--- src/verilog/cpid_defs.vh ---
// Address map, field positions and reset values for the code protection block.
`ifndef CPID_DEFS_VH
`define CPID_DEFS_VH

// Word widths and the erased and zero word values.
`define CPID_ADDR_W           16
`define CPID_DATA_W           14
`define CPID_ERASED           14'h3FFF
`define CPID_ZERO             14'h0000

// Program flash sizing and the optional boot and storage regions.
`define CPID_PROG_WORDS       16'h0800
`define CPID_BOOT_WORDS       16'h0200
`define CPID_SAF_WORDS        16'h0080

// User ID words.
`define CPID_UID_FIRST        16'h8000
`define CPID_UID_LAST         16'h8003

// Fixed identification words.
`define CPID_REV_ADDR         16'h8005
`define CPID_PART_ADDR        16'h8006

// Configuration words; words four and five hold the lock bits.
`define CPID_CFG_FIRST        16'h8007
`define CPID_CFG_LAST         16'h800B
`define CPID_CFG4_ADDR        16'h800A
`define CPID_CFG5_ADDR        16'h800B

// Lock bit positions inside the configuration words.
`define CPID_CP_BIT           0
`define CPID_APP_BIT          7
`define CPID_BOOT_BIT         8
`define CPID_CFG_BIT          9
`define CPID_SAF_BIT          11

// Revision word layout.
`define CPID_REV_FIXED        2'b10
`define CPID_REV_FIXED_HI     13
`define CPID_REV_FIXED_LO     12
`define CPID_MAJOR_HI         11
`define CPID_MAJOR_LO         6
`define CPID_MINOR_HI         5
`define CPID_MINOR_LO         0

// Device information area span and word offsets inside it.
`define CPID_INFO_FIRST       16'h8100
`define CPID_INFO_LAST        16'h811F
`define CPID_INFO_SERIAL_LAST 5'h08
`define CPID_INFO_RESERVED    5'h09
`define CPID_INFO_TEMP_LOW    5'h13
`define CPID_INFO_TEMP_HIGH   5'h16
`define CPID_INFO_ADC_1X      5'h18
`define CPID_INFO_ADC_2X      5'h19
`define CPID_INFO_ADC_4X      5'h1A
`define CPID_INFO_CMP_1X      5'h1B
`define CPID_INFO_CMP_2X      5'h1C
`define CPID_INFO_CMP_4X      5'h1D

`endif

--- src/verilog/cpid_code_protect.v ---
// Program flash access gate with lock bits, user ID words and identification space.
`timescale 1ns/1ns
`default_nettype none
`include "cpid_defs.vh"

module cpid_code_protect #(
  parameter [15:0]  PROG_WORDS   = `CPID_PROG_WORDS, // Program flash size in words.
  parameter [15:0]  BOOT_WORDS   = `CPID_BOOT_WORDS, // Boot region size in words.
  parameter [15:0]  SAF_WORDS    = `CPID_SAF_WORDS,  // Storage region size in words.
  parameter         BOOT_EN      = 1'b0,             // Boot region present.
  parameter         SAF_EN       = 1'b0,             // Storage region present.
  parameter [13:0]  PART_CODE    = 14'h0123,         // Arbitrary value.
  parameter [5:0]   MAJOR_REV    = 6'h01,            // Arbitrary value.
  parameter [5:0]   MINOR_REV    = 6'h00,            // Arbitrary value.
  parameter [125:0] SERIAL_WORDS = {9{14'h0000}},    // Factory serial words.
  parameter [13:0]  TEMP_LOW     = 14'h0000,         // Temperature reading, low range.
  parameter [13:0]  TEMP_HIGH    = 14'h0000,         // Temperature reading, high range.
  parameter [13:0]  ADC_REF_1X   = 14'h0400,         // ADC reference 1x, millivolts.
  parameter [13:0]  ADC_REF_2X   = 14'h0800,         // ADC reference 2x, millivolts.
  parameter [13:0]  ADC_REF_4X   = 14'h1000,         // ADC reference 4x, millivolts.
  parameter [13:0]  CMP_REF_1X   = 14'h0400,         // Comparator reference 1x.
  parameter [13:0]  CMP_REF_2X   = 14'h0800,         // Comparator reference 2x.
  parameter [13:0]  CMP_REF_4X   = 14'h1000          // Comparator reference 4x.
) (
  input  wire        mclk,                          // System clock.
  input  wire        rst_n,                         // Asynchronous reset.
  input  wire        ext_req,                       // Programmer request level.
  input  wire        ext_we,                        // Programmer write select.
  input  wire [15:0] ext_addr,                      // Programmer word address.
  input  wire [13:0] ext_wdata,                     // Programmer write data.
  input  wire        ext_bulk_erase,                // Programmer bulk erase level.
  output reg  [13:0] ext_rdata_q,                   // Programmer read data.
  output reg         ext_ack_q,                     // Programmer handshake answer.
  input  wire        cpu_rd,                        // CPU read pulse.
  input  wire        cpu_wr,                        // CPU self-write pulse.
  input  wire [15:0] cpu_addr,                      // CPU word address.
  input  wire [13:0] cpu_wdata,                     // CPU write data.
  output reg  [13:0] cpu_rdata_q,                   // CPU read data.
  output reg         cpu_ack_q,                     // CPU answer pulse.
  output reg         cpu_wr_denied_q,               // CPU write refused, with ack.
  output reg         cpu_busy_q,                    // CPU requests ignored.
  output reg         flash_rd_q,                    // Flash array read strobe.
  output reg         flash_wr_q,                    // Flash array write strobe.
  output reg  [15:0] flash_addr_q,                  // Flash array address.
  output reg  [13:0] flash_wdata_q,                 // Flash array write data.
  input  wire [13:0] flash_rdata,                   // Flash data, sampled while the strobe is high.
  output reg         flash_read_lock_n_q,           // Read-lock bit state.
  output reg         app_region_write_lock_n_q,     // App region lock state.
  output reg         storage_region_write_lock_n_q, // Storage region lock state.
  output reg         boot_region_write_lock_n_q,    // Boot region lock state.
  output reg         config_region_write_lock_n_q   // Config region lock state.
);

  localparam ST_IDLE  = 1'b0;
  localparam ST_FLASH = 1'b1;
  localparam SYNC_W   = 33;

  reg [SYNC_W-1:0] sync1_q;
  reg [SYNC_W-1:0] sync2_q;
  reg              bulk_s3_q;
  reg              state_q;
  reg              src_ext_q;
  reg [13:0]       uid_mem [0:3];
  integer          i;

  wire        ext_req_s   = sync2_q[32];
  wire        bulk_s      = sync2_q[31];
  wire        ext_we_s    = sync2_q[30];
  wire [15:0] ext_addr_s  = sync2_q[29:14];
  wire [13:0] ext_wdata_s = sync2_q[13:0];
  wire        bulk_pulse  = bulk_s & ~bulk_s3_q;

  function in_span;
    input [15:0] addr;
    input [15:0] first;
    input [15:0] last;
    begin
      in_span = (addr >= first) && (addr <= last);
    end
  endfunction

  function [13:0] set_bit;
    input [13:0] word;
    input integer pos;
    input        val;
    begin
      set_bit = word;
      set_bit[pos] = val;
    end
  endfunction

  // CPU requests win a tie; a programmer request waits in the synchroniser.
  wire        cpu_go    = (state_q == ST_IDLE) && (cpu_rd || cpu_wr);
  wire        ext_go    = (state_q == ST_IDLE) && !cpu_go && ext_req_s && !ext_ack_q;
  wire        req_go    = cpu_go || ext_go;
  wire        req_ext   = !cpu_go;
  wire        req_we    = cpu_go ? cpu_wr : ext_we_s;
  wire [15:0] req_addr  = cpu_go ? cpu_addr : ext_addr_s;
  wire [13:0] req_wdata = cpu_go ? cpu_wdata : ext_wdata_s;

  // Only the program flash span is gated by the read-lock bit.
  wire prog_hit = req_addr < PROG_WORDS;
  wire uid_hit  = in_span(req_addr, `CPID_UID_FIRST, `CPID_UID_LAST);
  wire cfg_hit  = in_span(req_addr, `CPID_CFG_FIRST, `CPID_CFG_LAST);
  wire info_hit = in_span(req_addr, `CPID_INFO_FIRST, `CPID_INFO_LAST);
  wire boot_hit = BOOT_EN && (req_addr < BOOT_WORDS);
  wire saf_hit  = SAF_EN && (req_addr >= PROG_WORDS - SAF_WORDS);

  wire self_unlocked = boot_hit ? boot_region_write_lock_n_q :
                       saf_hit  ? storage_region_write_lock_n_q :
                                  app_region_write_lock_n_q;

  reg wr_allow;
  always @*
  begin
    wr_allow = 1'b0;
    if (prog_hit)
    begin
      wr_allow = req_ext ? flash_read_lock_n_q : self_unlocked;
    end
    else if (uid_hit)
    begin
      wr_allow = 1'b1;
    end
    else if (cfg_hit)
    begin
      wr_allow = req_ext ? 1'b1 : config_region_write_lock_n_q;
    end
  end

  wire [13:0] info_data;

  cpid_info_rom #(
    .SERIAL_WORDS (SERIAL_WORDS),
    .TEMP_LOW     (TEMP_LOW),
    .TEMP_HIGH    (TEMP_HIGH),
    .ADC_REF_1X   (ADC_REF_1X),
    .ADC_REF_2X   (ADC_REF_2X),
    .ADC_REF_4X   (ADC_REF_4X),
    .CMP_REF_1X   (CMP_REF_1X),
    .CMP_REF_2X   (CMP_REF_2X),
    .CMP_REF_4X   (CMP_REF_4X)
  ) u_info (
    .offset (req_addr[4:0]),
    .data   (info_data)
  );

  reg [13:0] cfg4_word;
  reg [13:0] id_rdata;
  always @*
  begin
    cfg4_word = `CPID_ERASED;
    cfg4_word = set_bit(cfg4_word, `CPID_APP_BIT, app_region_write_lock_n_q);
    cfg4_word = set_bit(cfg4_word, `CPID_BOOT_BIT, boot_region_write_lock_n_q);
    cfg4_word = set_bit(cfg4_word, `CPID_CFG_BIT, config_region_write_lock_n_q);
    cfg4_word = set_bit(cfg4_word, `CPID_SAF_BIT, storage_region_write_lock_n_q);
    id_rdata = `CPID_ZERO;
    if (uid_hit)
    begin
      id_rdata = uid_mem[req_addr[1:0]];
    end
    else if (info_hit)
    begin
      id_rdata = info_data;
    end
    else
    begin
      case (req_addr)
        `CPID_PART_ADDR: id_rdata = PART_CODE;
        `CPID_REV_ADDR:  id_rdata = {`CPID_REV_FIXED, MAJOR_REV, MINOR_REV};
        `CPID_CFG4_ADDR: id_rdata = cfg4_word;
        `CPID_CFG5_ADDR: id_rdata = set_bit(`CPID_ERASED, `CPID_CP_BIT,
                                            flash_read_lock_n_q);
        default:         id_rdata = cfg_hit ? `CPID_ERASED : `CPID_ZERO;
      endcase
    end
  end

  // Programmer pins come from another clock domain.
  always @(posedge mclk or negedge rst_n)
  begin
    if (!rst_n)
    begin
      sync1_q   <= {SYNC_W{1'b0}};
      sync2_q   <= {SYNC_W{1'b0}};
      bulk_s3_q <= 1'b0;
    end
    else
    begin
      sync1_q   <= {ext_req, ext_bulk_erase, ext_we, ext_addr, ext_wdata};
      sync2_q   <= sync1_q;
      bulk_s3_q <= bulk_s;
    end
  end

  // Lock bits and user IDs reset to the blank state of an erased part.
  always @(posedge mclk or negedge rst_n)
  begin
    if (!rst_n)
    begin
      state_q                       <= ST_IDLE;
      src_ext_q                     <= 1'b0;
      ext_rdata_q                   <= `CPID_ZERO;
      ext_ack_q                     <= 1'b0;
      cpu_rdata_q                   <= `CPID_ZERO;
      cpu_ack_q                     <= 1'b0;
      cpu_wr_denied_q               <= 1'b0;
      cpu_busy_q                    <= 1'b0;
      flash_rd_q                    <= 1'b0;
      flash_wr_q                    <= 1'b0;
      flash_addr_q                  <= 16'h0000;
      flash_wdata_q                 <= `CPID_ZERO;
      flash_read_lock_n_q           <= 1'b1;
      app_region_write_lock_n_q     <= 1'b1;
      storage_region_write_lock_n_q <= 1'b1;
      boot_region_write_lock_n_q    <= 1'b1;
      config_region_write_lock_n_q  <= 1'b1;
      for (i = 0; i < 4; i = i + 1)
      begin
        uid_mem[i] <= `CPID_ERASED;
      end
    end
    else
    begin
      cpu_ack_q       <= 1'b0;
      cpu_wr_denied_q <= 1'b0;
      flash_rd_q      <= 1'b0;
      flash_wr_q      <= 1'b0;
      if (!ext_req_s)
      begin
        ext_ack_q <= 1'b0;
      end
      case (state_q)
        ST_IDLE:
        begin
          if (req_go && req_we)
          begin
            if (wr_allow && prog_hit)
            begin
              flash_wr_q    <= 1'b1;
              flash_addr_q  <= req_addr;
              flash_wdata_q <= req_wdata;
            end
            if (wr_allow && uid_hit)
            begin
              uid_mem[req_addr[1:0]] <= req_wdata;
            end
            if (wr_allow && (req_addr == `CPID_CFG4_ADDR))
            begin
              app_region_write_lock_n_q     <= app_region_write_lock_n_q &
                                               req_wdata[`CPID_APP_BIT];
              boot_region_write_lock_n_q    <= boot_region_write_lock_n_q &
                                               req_wdata[`CPID_BOOT_BIT];
              config_region_write_lock_n_q  <= config_region_write_lock_n_q &
                                               req_wdata[`CPID_CFG_BIT];
              storage_region_write_lock_n_q <= storage_region_write_lock_n_q &
                                               req_wdata[`CPID_SAF_BIT];
            end
            if (wr_allow && (req_addr == `CPID_CFG5_ADDR))
            begin
              flash_read_lock_n_q <= flash_read_lock_n_q & req_wdata[`CPID_CP_BIT];
            end
            if (req_ext)
            begin
              ext_ack_q   <= 1'b1;
              ext_rdata_q <= `CPID_ZERO;
            end
            else
            begin
              cpu_ack_q       <= 1'b1;
              cpu_rdata_q     <= `CPID_ZERO;
              cpu_wr_denied_q <= !wr_allow;
            end
          end
          else if (req_go)
          begin
            if (prog_hit && req_ext && !flash_read_lock_n_q)
            begin
              ext_ack_q   <= 1'b1;
              ext_rdata_q <= `CPID_ZERO;
            end
            else if (prog_hit)
            begin
              flash_rd_q   <= 1'b1;
              flash_addr_q <= req_addr;
              src_ext_q    <= req_ext;
              cpu_busy_q   <= 1'b1;
              state_q      <= ST_FLASH;
            end
            else if (req_ext)
            begin
              ext_ack_q   <= 1'b1;
              ext_rdata_q <= id_rdata;
            end
            else
            begin
              cpu_ack_q   <= 1'b1;
              cpu_rdata_q <= id_rdata;
            end
          end
        end
        ST_FLASH:
        begin
          cpu_busy_q <= 1'b0;
          state_q    <= ST_IDLE;
          if (src_ext_q)
          begin
            ext_ack_q   <= 1'b1;
            ext_rdata_q <= flash_rdata;
          end
          else
          begin
            cpu_ack_q   <= 1'b1;
            cpu_rdata_q <= flash_rdata;
          end
        end
        default:
        begin
          state_q    <= ST_IDLE;
          cpu_busy_q <= 1'b0;
        end
      endcase
      // Bulk erase overrides any lock-bit or user ID write landing in the same cycle.
      if (bulk_pulse)
      begin
        flash_read_lock_n_q           <= 1'b1;
        app_region_write_lock_n_q     <= 1'b1;
        storage_region_write_lock_n_q <= 1'b1;
        boot_region_write_lock_n_q    <= 1'b1;
        config_region_write_lock_n_q  <= 1'b1;
        for (i = 0; i < 4; i = i + 1)
        begin
          uid_mem[i] <= `CPID_ERASED;
        end
      end
    end
  end

endmodule
`default_nettype wire

--- src/verilog/cpid_info_rom.v ---
// Factory information area: serial words, temperature and reference calibration.
`timescale 1ns/1ns
`default_nettype none
`include "cpid_defs.vh"

module cpid_info_rom #(
  parameter [125:0] SERIAL_WORDS = {9{14'h0000}}, // Factory serial words, word 0 lowest.
  parameter [13:0]  TEMP_LOW     = 14'h0000,      // Temperature reading, low range.
  parameter [13:0]  TEMP_HIGH    = 14'h0000,      // Temperature reading, high range.
  parameter [13:0]  ADC_REF_1X   = 14'h0000,      // ADC reference at 1x, millivolts.
  parameter [13:0]  ADC_REF_2X   = 14'h0000,      // ADC reference at 2x, millivolts.
  parameter [13:0]  ADC_REF_4X   = 14'h0000,      // ADC reference at 4x, millivolts.
  parameter [13:0]  CMP_REF_1X   = 14'h0000,      // Comparator reference at 1x, millivolts.
  parameter [13:0]  CMP_REF_2X   = 14'h0000,      // Comparator reference at 2x, millivolts.
  parameter [13:0]  CMP_REF_4X   = 14'h0000       // Comparator reference at 4x, millivolts.
) (
  input  wire [4:0]  offset, // Word offset inside the information area.
  output reg  [13:0] data    // Word at that offset.
);

  always @*
  begin
    data = `CPID_ERASED;
    if (offset <= `CPID_INFO_SERIAL_LAST)
    begin
      data = SERIAL_WORDS[offset[3:0]*14 +: 14];
    end
    else
    begin
      case (offset)
        `CPID_INFO_RESERVED:  data = `CPID_ERASED;
        `CPID_INFO_TEMP_LOW:  data = TEMP_LOW;
        `CPID_INFO_TEMP_HIGH: data = TEMP_HIGH;
        `CPID_INFO_ADC_1X:    data = ADC_REF_1X;
        `CPID_INFO_ADC_2X:    data = ADC_REF_2X;
        `CPID_INFO_ADC_4X:    data = ADC_REF_4X;
        `CPID_INFO_CMP_1X:    data = CMP_REF_1X;
        `CPID_INFO_CMP_2X:    data = CMP_REF_2X;
        `CPID_INFO_CMP_4X:    data = CMP_REF_4X;
        default:              data = `CPID_ERASED;
      endcase
    end
  end

endmodule
`default_nettype wire
--- config.mk ---
export PLATFORM = sky130hd
export DESIGN_NAME = cpid_code_protect
export DESIGN_NICKNAME = d
export VERILOG_FILES = /design/src/verilog/cpid_code_protect.v /design/src/verilog/cpid_info_rom.v
export VERILOG_INCLUDE_DIRS = /design/src /design/src/verilog
export SDC_FILE = /design/constraint.sdc
export NUM_CORES = 1
export LEC_CHECK = 0
export BUFFER_PORTS_ARGS = -buffer_cell sky130_fd_sc_hd__clkbuf_2
export CELL_PAD_IN_SITES_DETAIL_PLACEMENT = 1
export CELL_PAD_IN_SITES_GLOBAL_PLACEMENT = 1
export CORE_UTILIZATION = 43
export DETAILED_ROUTE_END_ITERATION = 12
export GPL_ROUTABILITY_DRIVEN = 0
export MAX_ROUTING_LAYER = met4
export PLACE_DENSITY_LB_ADDON = 0.12
export SLEW_MARGIN = 20
export SYNTH_ARGS = -nofsm -noshare
export SYNTH_HDL_FRONTEND = slang
export SYNTH_SLANG_ARGS = --single-unit
--- constraint.sdc ---
create_clock -name mclk -period 4.4 [get_ports mclk]
set_clock_uncertainty 0.2 [all_clocks]
set_input_delay 0.88 -clock mclk [delete_from_list [all_inputs] [get_ports mclk]]
set_output_delay 0.88 -clock mclk [all_outputs]
set_load 0.01 [all_outputs]
==> results.cfg, run 1 <==
[run_status]
status = completed

[finish]
layout_commonest_cell = clkbuf_2
layout-drive-gt1-share = 0.320
final_cell_mix = clkbuf_2, dfrtp_1, nor2_1
finish.utilization = 0.535
finalNetCount = 1041
antenna_cells = 0
area_growth_pct = 20.3
design_area_sq_um = 10200
stdcell_count = 1229
fill_cells = 2167

[cts]
htreeDepth = 4
clk_latency_ns = 0.45
cts_setup_buffers = 0
path_clk_slew_ns = 0.08
cts_buffer_depth = 2
cts_root_buffer = clkbuf_16
ctsHoldBuffers = 0
cts_resized = 0
numCtsBuffers = 17
cts.sinks = 193
cts_tree = done

[grt]
grt_max_degree = 108
grt_first_pass_wirelength_um = 39800
grt_overflow = 0
antenna_found_initial = 0
grtUsageTotal = 0.267
grt_pass1_vias = 7373

[logic_synthesis]
ys_top_cells_by_area = dfrtp_1, dfstp_2, nor2_1
yosysSeqAreaShare = 0.580
syn_nets = 891
synthDominantCellAreaShare = 0.390
synth_top_area_cell = dfrtp_1
synth_area_sq_um = 8460
async_reset_ff_frac = 1.00
ys_types = 66
synth.avg_cell_area_sq_um = 10.5
syn_inst = 806
synth_enable_flop_cells = 0
ys_warn_count = 0
synth_ff_type = dfrtp_1
ys_seq_elements = 193

[critical_path]
crit_path_end_kind = flip-flop
worstPathCellList = clkbuf_2 > o21ba_2 > mux2i_4 > inv_1 > ha_1 > or3_1 > a32o_1 > a21oi_1 > nor2_1 > o21ai_1 > buf_4 > a31oi_1
slowest_delay_ns = 0.38
crit_required_ns = 4.52
cp-start-kind = input pin
rr_worst_depth = 7
cp_max_fo = 9
worst_ep_arrival_time_ns = 3.68
critPathSlowestCell = or3_1
worstSetupPathType = in2reg

[placement]
placed_area_sq_um = 9590
placedCellCount = 1197
dp_slack_ns = 0.395
portBuffers = 149
place.detailed.hpwl_um = 17600

[timing]
worst_pin_slew_ns = 0.968
rsz0062_at_grt = false
relSlewSlack = 0.355
period_share = 0.810
hold_viol = 0
setup_violations = 0
max_freq_mhz = 281
setup_tns_ns = 0
period_minus_slack_ns = 3.56
setup_ws_ns = 0.837
maxSlewViolCount = 0
whs_ns = 0.152

[die]
die_y_um = 142
die_w_um = 142
dieArea_sq_um = 20200
core_sq_um = 19000
start_util = 0.445
io_pins = 150
std_cell_rows = 50

[drt]
first_pass_iters = 4
wl_um = 24700
drc = 0
wl_per_cell_um = 20.1
routed_via_density = 5.52
drt.antenna.violating_nets = 0
drtIter0Drc = 371
vias = 6782

[worst_hold_path]
min_path_cells = 0
hold_class = reg2reg

[power_and_ir_drop]
ir_worst_vdd_v = 0.000277
finalPower_mw = 4.16
p_leak_nw = 4.63
power.density_nw_per_um2 = 409

[run]
max-cap-violations = 0
-- critical path, delay by kind of cell --
kind,cells,cell delay (ns)
adder cells (fa/ha/maj),1,0.26
AO/OA/AOI/OAI,5,1.24
AND/OR/NAND/NOR,2,0.48
buffers and inverters,3,0.49
multiplexers,1,0.31
-- routing by layer --
layer  share of wire  wire (um)  global-route usage  vias to the layer above
met5               0          0                   -                        -
met3           0.043       1060              0.0454                       32
li1                -          -                   -                     3133
met2            0.47      11700               0.422                      207
met4           0.016        383              0.0894                        0
met1            0.47      11500               0.349                     3410
-- worst paths after layout --
check,start,to,slack (ns)
worst max-delay path,cpu_wr,cpu_rdata_q[2],0.84
worst min-delay path,sync1_q[0],sync2_q[0],0.15
worst max register to register,sync2_q[23],uid_mem[15],0.85
worst min register to register,sync1_q[0],sync2_q[0],0.15
max in group asynchronous,rst_n,uid_mem[51],2.69
min in group asynchronous,rst_n,flash_addr_q[12],0.33
-- power breakdown --
part / internal (mW) / switching [mW] / leakage, nW / total (mW)
logic: 0.238 / 0.355 / 2.10 / 0.593
clock network: 0.766 / 0.776 / 0.284 / 1.54
registers: 1.94 / 0.0848 / 2.25 / 2.02
total: 2.94 / 1.22 / 4.63 / 4.16
-- state kept, by name (all words and copies together), names as in the netlist, 14 cells and up --
name and cells:
sync1_q 33, uid_mem 56, ext_rdata_q 14, flash_addr_q 16, cpu_rdata_q 14, flash_wdata_q 14
sync2_q 33
-- cell type report --
| class | count | area, sq um | area share |
|---|---|---|---|
| flip-flops and latches | 193 | 4910 | 0.482 |
| multi-input cells | 557 | 3350 | 0.329 |
| repair buffers | 175 | 962 | 0.0945 |
| clock buffers | 18 | 429 | 0.0422 |
| well taps | 260 | 325 | 0.0320 |
| clock inverters | 14 | 164 | 0.0161 |
| inverters | 12 | 45.0 | 0.00442 |
-- cells by family (layout without fill, tap and decap cells) --
group           count (synthesis)  count (layout)  synth area share
simple gates                  306             306             0.162
flops                         193             193             0.580
xor+xnor                        1               1           0.00104
compound gates                195             195             0.151
mux                            51              51            0.0727
buf+inv                        56             219            0.0278
fa+ha+maj                       4               4           0.00591
-- Yosys cell counts (5+ instances only) --
cell type,instances
nor3b_1,5
mux2i_1,26
nand3_1,10
dfrtp_1,132
nand2b_1,8
inv_1,11
buf_2,8
or3_1,9
clkbuf_1,29
a41oi_1,8
nor3_1,10
mux4_2,6
o21ai_1,10
mux2_2,17
a211oi_1,8
a21oi_1,38
nand2_1,110
o31ai_1,7
o211ai_1,13
a31oi_1,29
nor2b_1,14
dfstp_2,61
o21ai_0,47
nor2_1,116
No activity file was read; power rests on OpenSTA's default activity.
==> run 2, diff against run 1 <==
--- a/config.mk
+++ b/config.mk
@@ -9,7 +9,7 @@
 export BUFFER_PORTS_ARGS = -buffer_cell sky130_fd_sc_hd__clkbuf_2
 export CELL_PAD_IN_SITES_DETAIL_PLACEMENT = 1
 export CELL_PAD_IN_SITES_GLOBAL_PLACEMENT = 1
-export CORE_UTILIZATION = 43
+export CORE_UTILIZATION = 39
 export DETAILED_ROUTE_END_ITERATION = 12
 export GPL_ROUTABILITY_DRIVEN = 0
 export MAX_ROUTING_LAYER = met4
==> constraint.sdc (replaced) <==
create_clock -name mclk -period 3.1 [get_ports mclk]
set_clock_uncertainty 0.2 [all_clocks]
set_input_delay 0.62 -clock mclk [delete_from_list [all_inputs] [get_ports mclk]]
set_output_delay 0.62 -clock mclk [all_outputs]
set_load 0.01 [all_outputs]
==> results.cfg, run 2 (synthesized netlist as in run 1, its figures left out) <==
[run_status]
status = completed

[finish]
reg_top3 = uid_mem x56, sync1_q x33, sync2_q x33
layout-drive-gt1-share = 0.387
fill_cells = 2385
area_growth_pct = 30.0
finalNetCount = 1120
seqCellArea_sq_um = 4910
multi_input_area_sq_um = 3430
largest_register_ffs = 56
finish.utilization = 0.520
antenna_cells = 0
layout_commonest_cell = clkbuf_2
final_cell_mix = clkbuf_2, dfrtp_1, nor2_1
largest_register = uid_mem
stdcell_count = 1323

[cts]
numCtsBuffers = 17
cts_root_buffer = clkbuf_16
cts.sinks = 193
htreeDepth = 4
clk_latency_ns = 0.44
path_clk_slew_ns = 0.08
cts_tree = done
cts_buffer_depth = 2

[drt]
drt.antenna.violating_nets = 0
drtIter0Drc = 480
first_pass_iters = 4
drc = 0
wl_um = 26200
vias = 7166
wl_per_cell_um = 19.8
routed_via_density = 5.42

[placement]
placedCellCount = 1287
place.detailed.hpwl_um = 19300
portBuffers = 149

[critical_path]
cp_max_fo = 4
r2r_slack_ns = 0.11
rr_worst_depth = 8
crit_path_end_kind = flip-flop
worstSetupPathType = reg2reg
reg2reg_from = sync2_q[21]
crit_required_ns = 3.26
cp-start-kind = flip-flop
reg2reg_to = ext_rdata_q[1]
crit_start = sync2_q[21]
worst_ep_arrival_time_ns = 3.15

[timing]
relSlewSlack = 0.656
max_freq_mhz = 334
maxSlewViolCount = 0
setup_violations = 0
worst_pin_slew_ns = 0.502
hold_viol = 0
period_minus_slack_ns = 2.99
period_share = 0.966

[die]
start_util = 0.400
dieArea_sq_um = 22300
io_pins = 150
die_w_um = 149
core_sq_um = 21200
std_cell_rows = 53
die_y_um = 149

[worst_hold_path]
min_path_cells = 1
hp-start = ext_addr[15]
holdPathEnd = sync1_q[29]
hold_class = in2reg

[grt]
grtUsageTotal = 0.260
grt_first_pass_wirelength_um = 42800
antenna_found_initial = 0
grt_overflow = 0
grt_pass1_vias = 7778
grt_max_degree = 73

[power_and_ir_drop]
p_leak_nw = 5.09
power.density_nw_per_um2 = 557
ir_worst_vdd_v = 0.000433

[run]
max-cap-violations = 0
==> run 2: cell count changes in the layout (fill, tap and decap cells not counted), sizes merged <==
cell         previous run  this run
dlygate4sd3             0         1
bufinv                  0         1
buf                    26       104
clkbuf                167       166
clkinv                  6         7
clkinvlp                1         0
==> run 2: worst max-delay path, stage by stage, from the launching register on <==
cell,delay [ns]
dfrtp_1,0.40
or4_4,0.59
mux2_4,0.34
a2111oi_4,0.44
inv_2,0.11
nand2_1,0.12
a2111oi_2,0.07
or3_1,0.43
a31oi_1,0.20
==> run 2: layout make-up <==
type	count	share of cell area
clock buffer	17	0.0387
clock inverter	15	0.0172
sequential	193	0.446
multi-input combinational	557	0.312
tap	275	0.0313
timing repair buffer	254	0.151
inverter	12	0.00455
==> run 2: report_power, final <==
part           internal, mW  switching (mW)
registers              2.75           0.125
logic                 0.410           0.537
clock network          1.17            1.13
==> run 2: stage by stage <==
stage / worst slack (ns) / power (mW) / hold WS (ns) / cell area, sq um / setup TNS (ns)
floorplan: -0.187 / 3.36 / 0.124 / 8580 / -3.96
global placement: -0.105 / 3.82 / 0.131 / 10300 / -1.78
detailed placement: -0.247 / 3.87 / 0.136 / 10300 / -5.96
CTS: 0.0592 / 6.18 / 0.0621 / 11000 / 0
global route: -0.00265 / 6.40 / 0.0586 / 11000 / -0.00501
finish: 0.106 / 6.12 / 0.0759 / 11000 / 0
==> run 2: how the worst max path moves through the flow <==
stage / endpoint / cells past startpoint
after floorplan: cpu_rdata_q[1] / 14
after global placement: cpu_rdata_q[1] / 9
after detailed placement: ext_rdata_q[1] / 9
after CTS: ext_rdata_q[2] / 10
after global routing: ext_rdata_q[7] / 11
final: ext_rdata_q[1] / 8
==> run 2: timing repair <==
item	4_1_cts	5_1_grt
setup endpoints to repair	0	23
hold endpoints to repair	55	0
resized for setup	0	7
buffers inserted	0	3
hold buffers	1	0
==> run 2: routing by layer <==
layer | share of wire | track usage | wire length (um) | vias up
met2 | 0.48 | 0.415 | 12600 | 196
met1 | 0.46 | 0.340 | 12100 | 3638
met3 | 0.034 | 0.0339 | 893 | 46
met4 | 0.024 | 0.0944 | 618 | 0
met5 | 0 | - | 0 | -
li1 | - | - | - | 3286
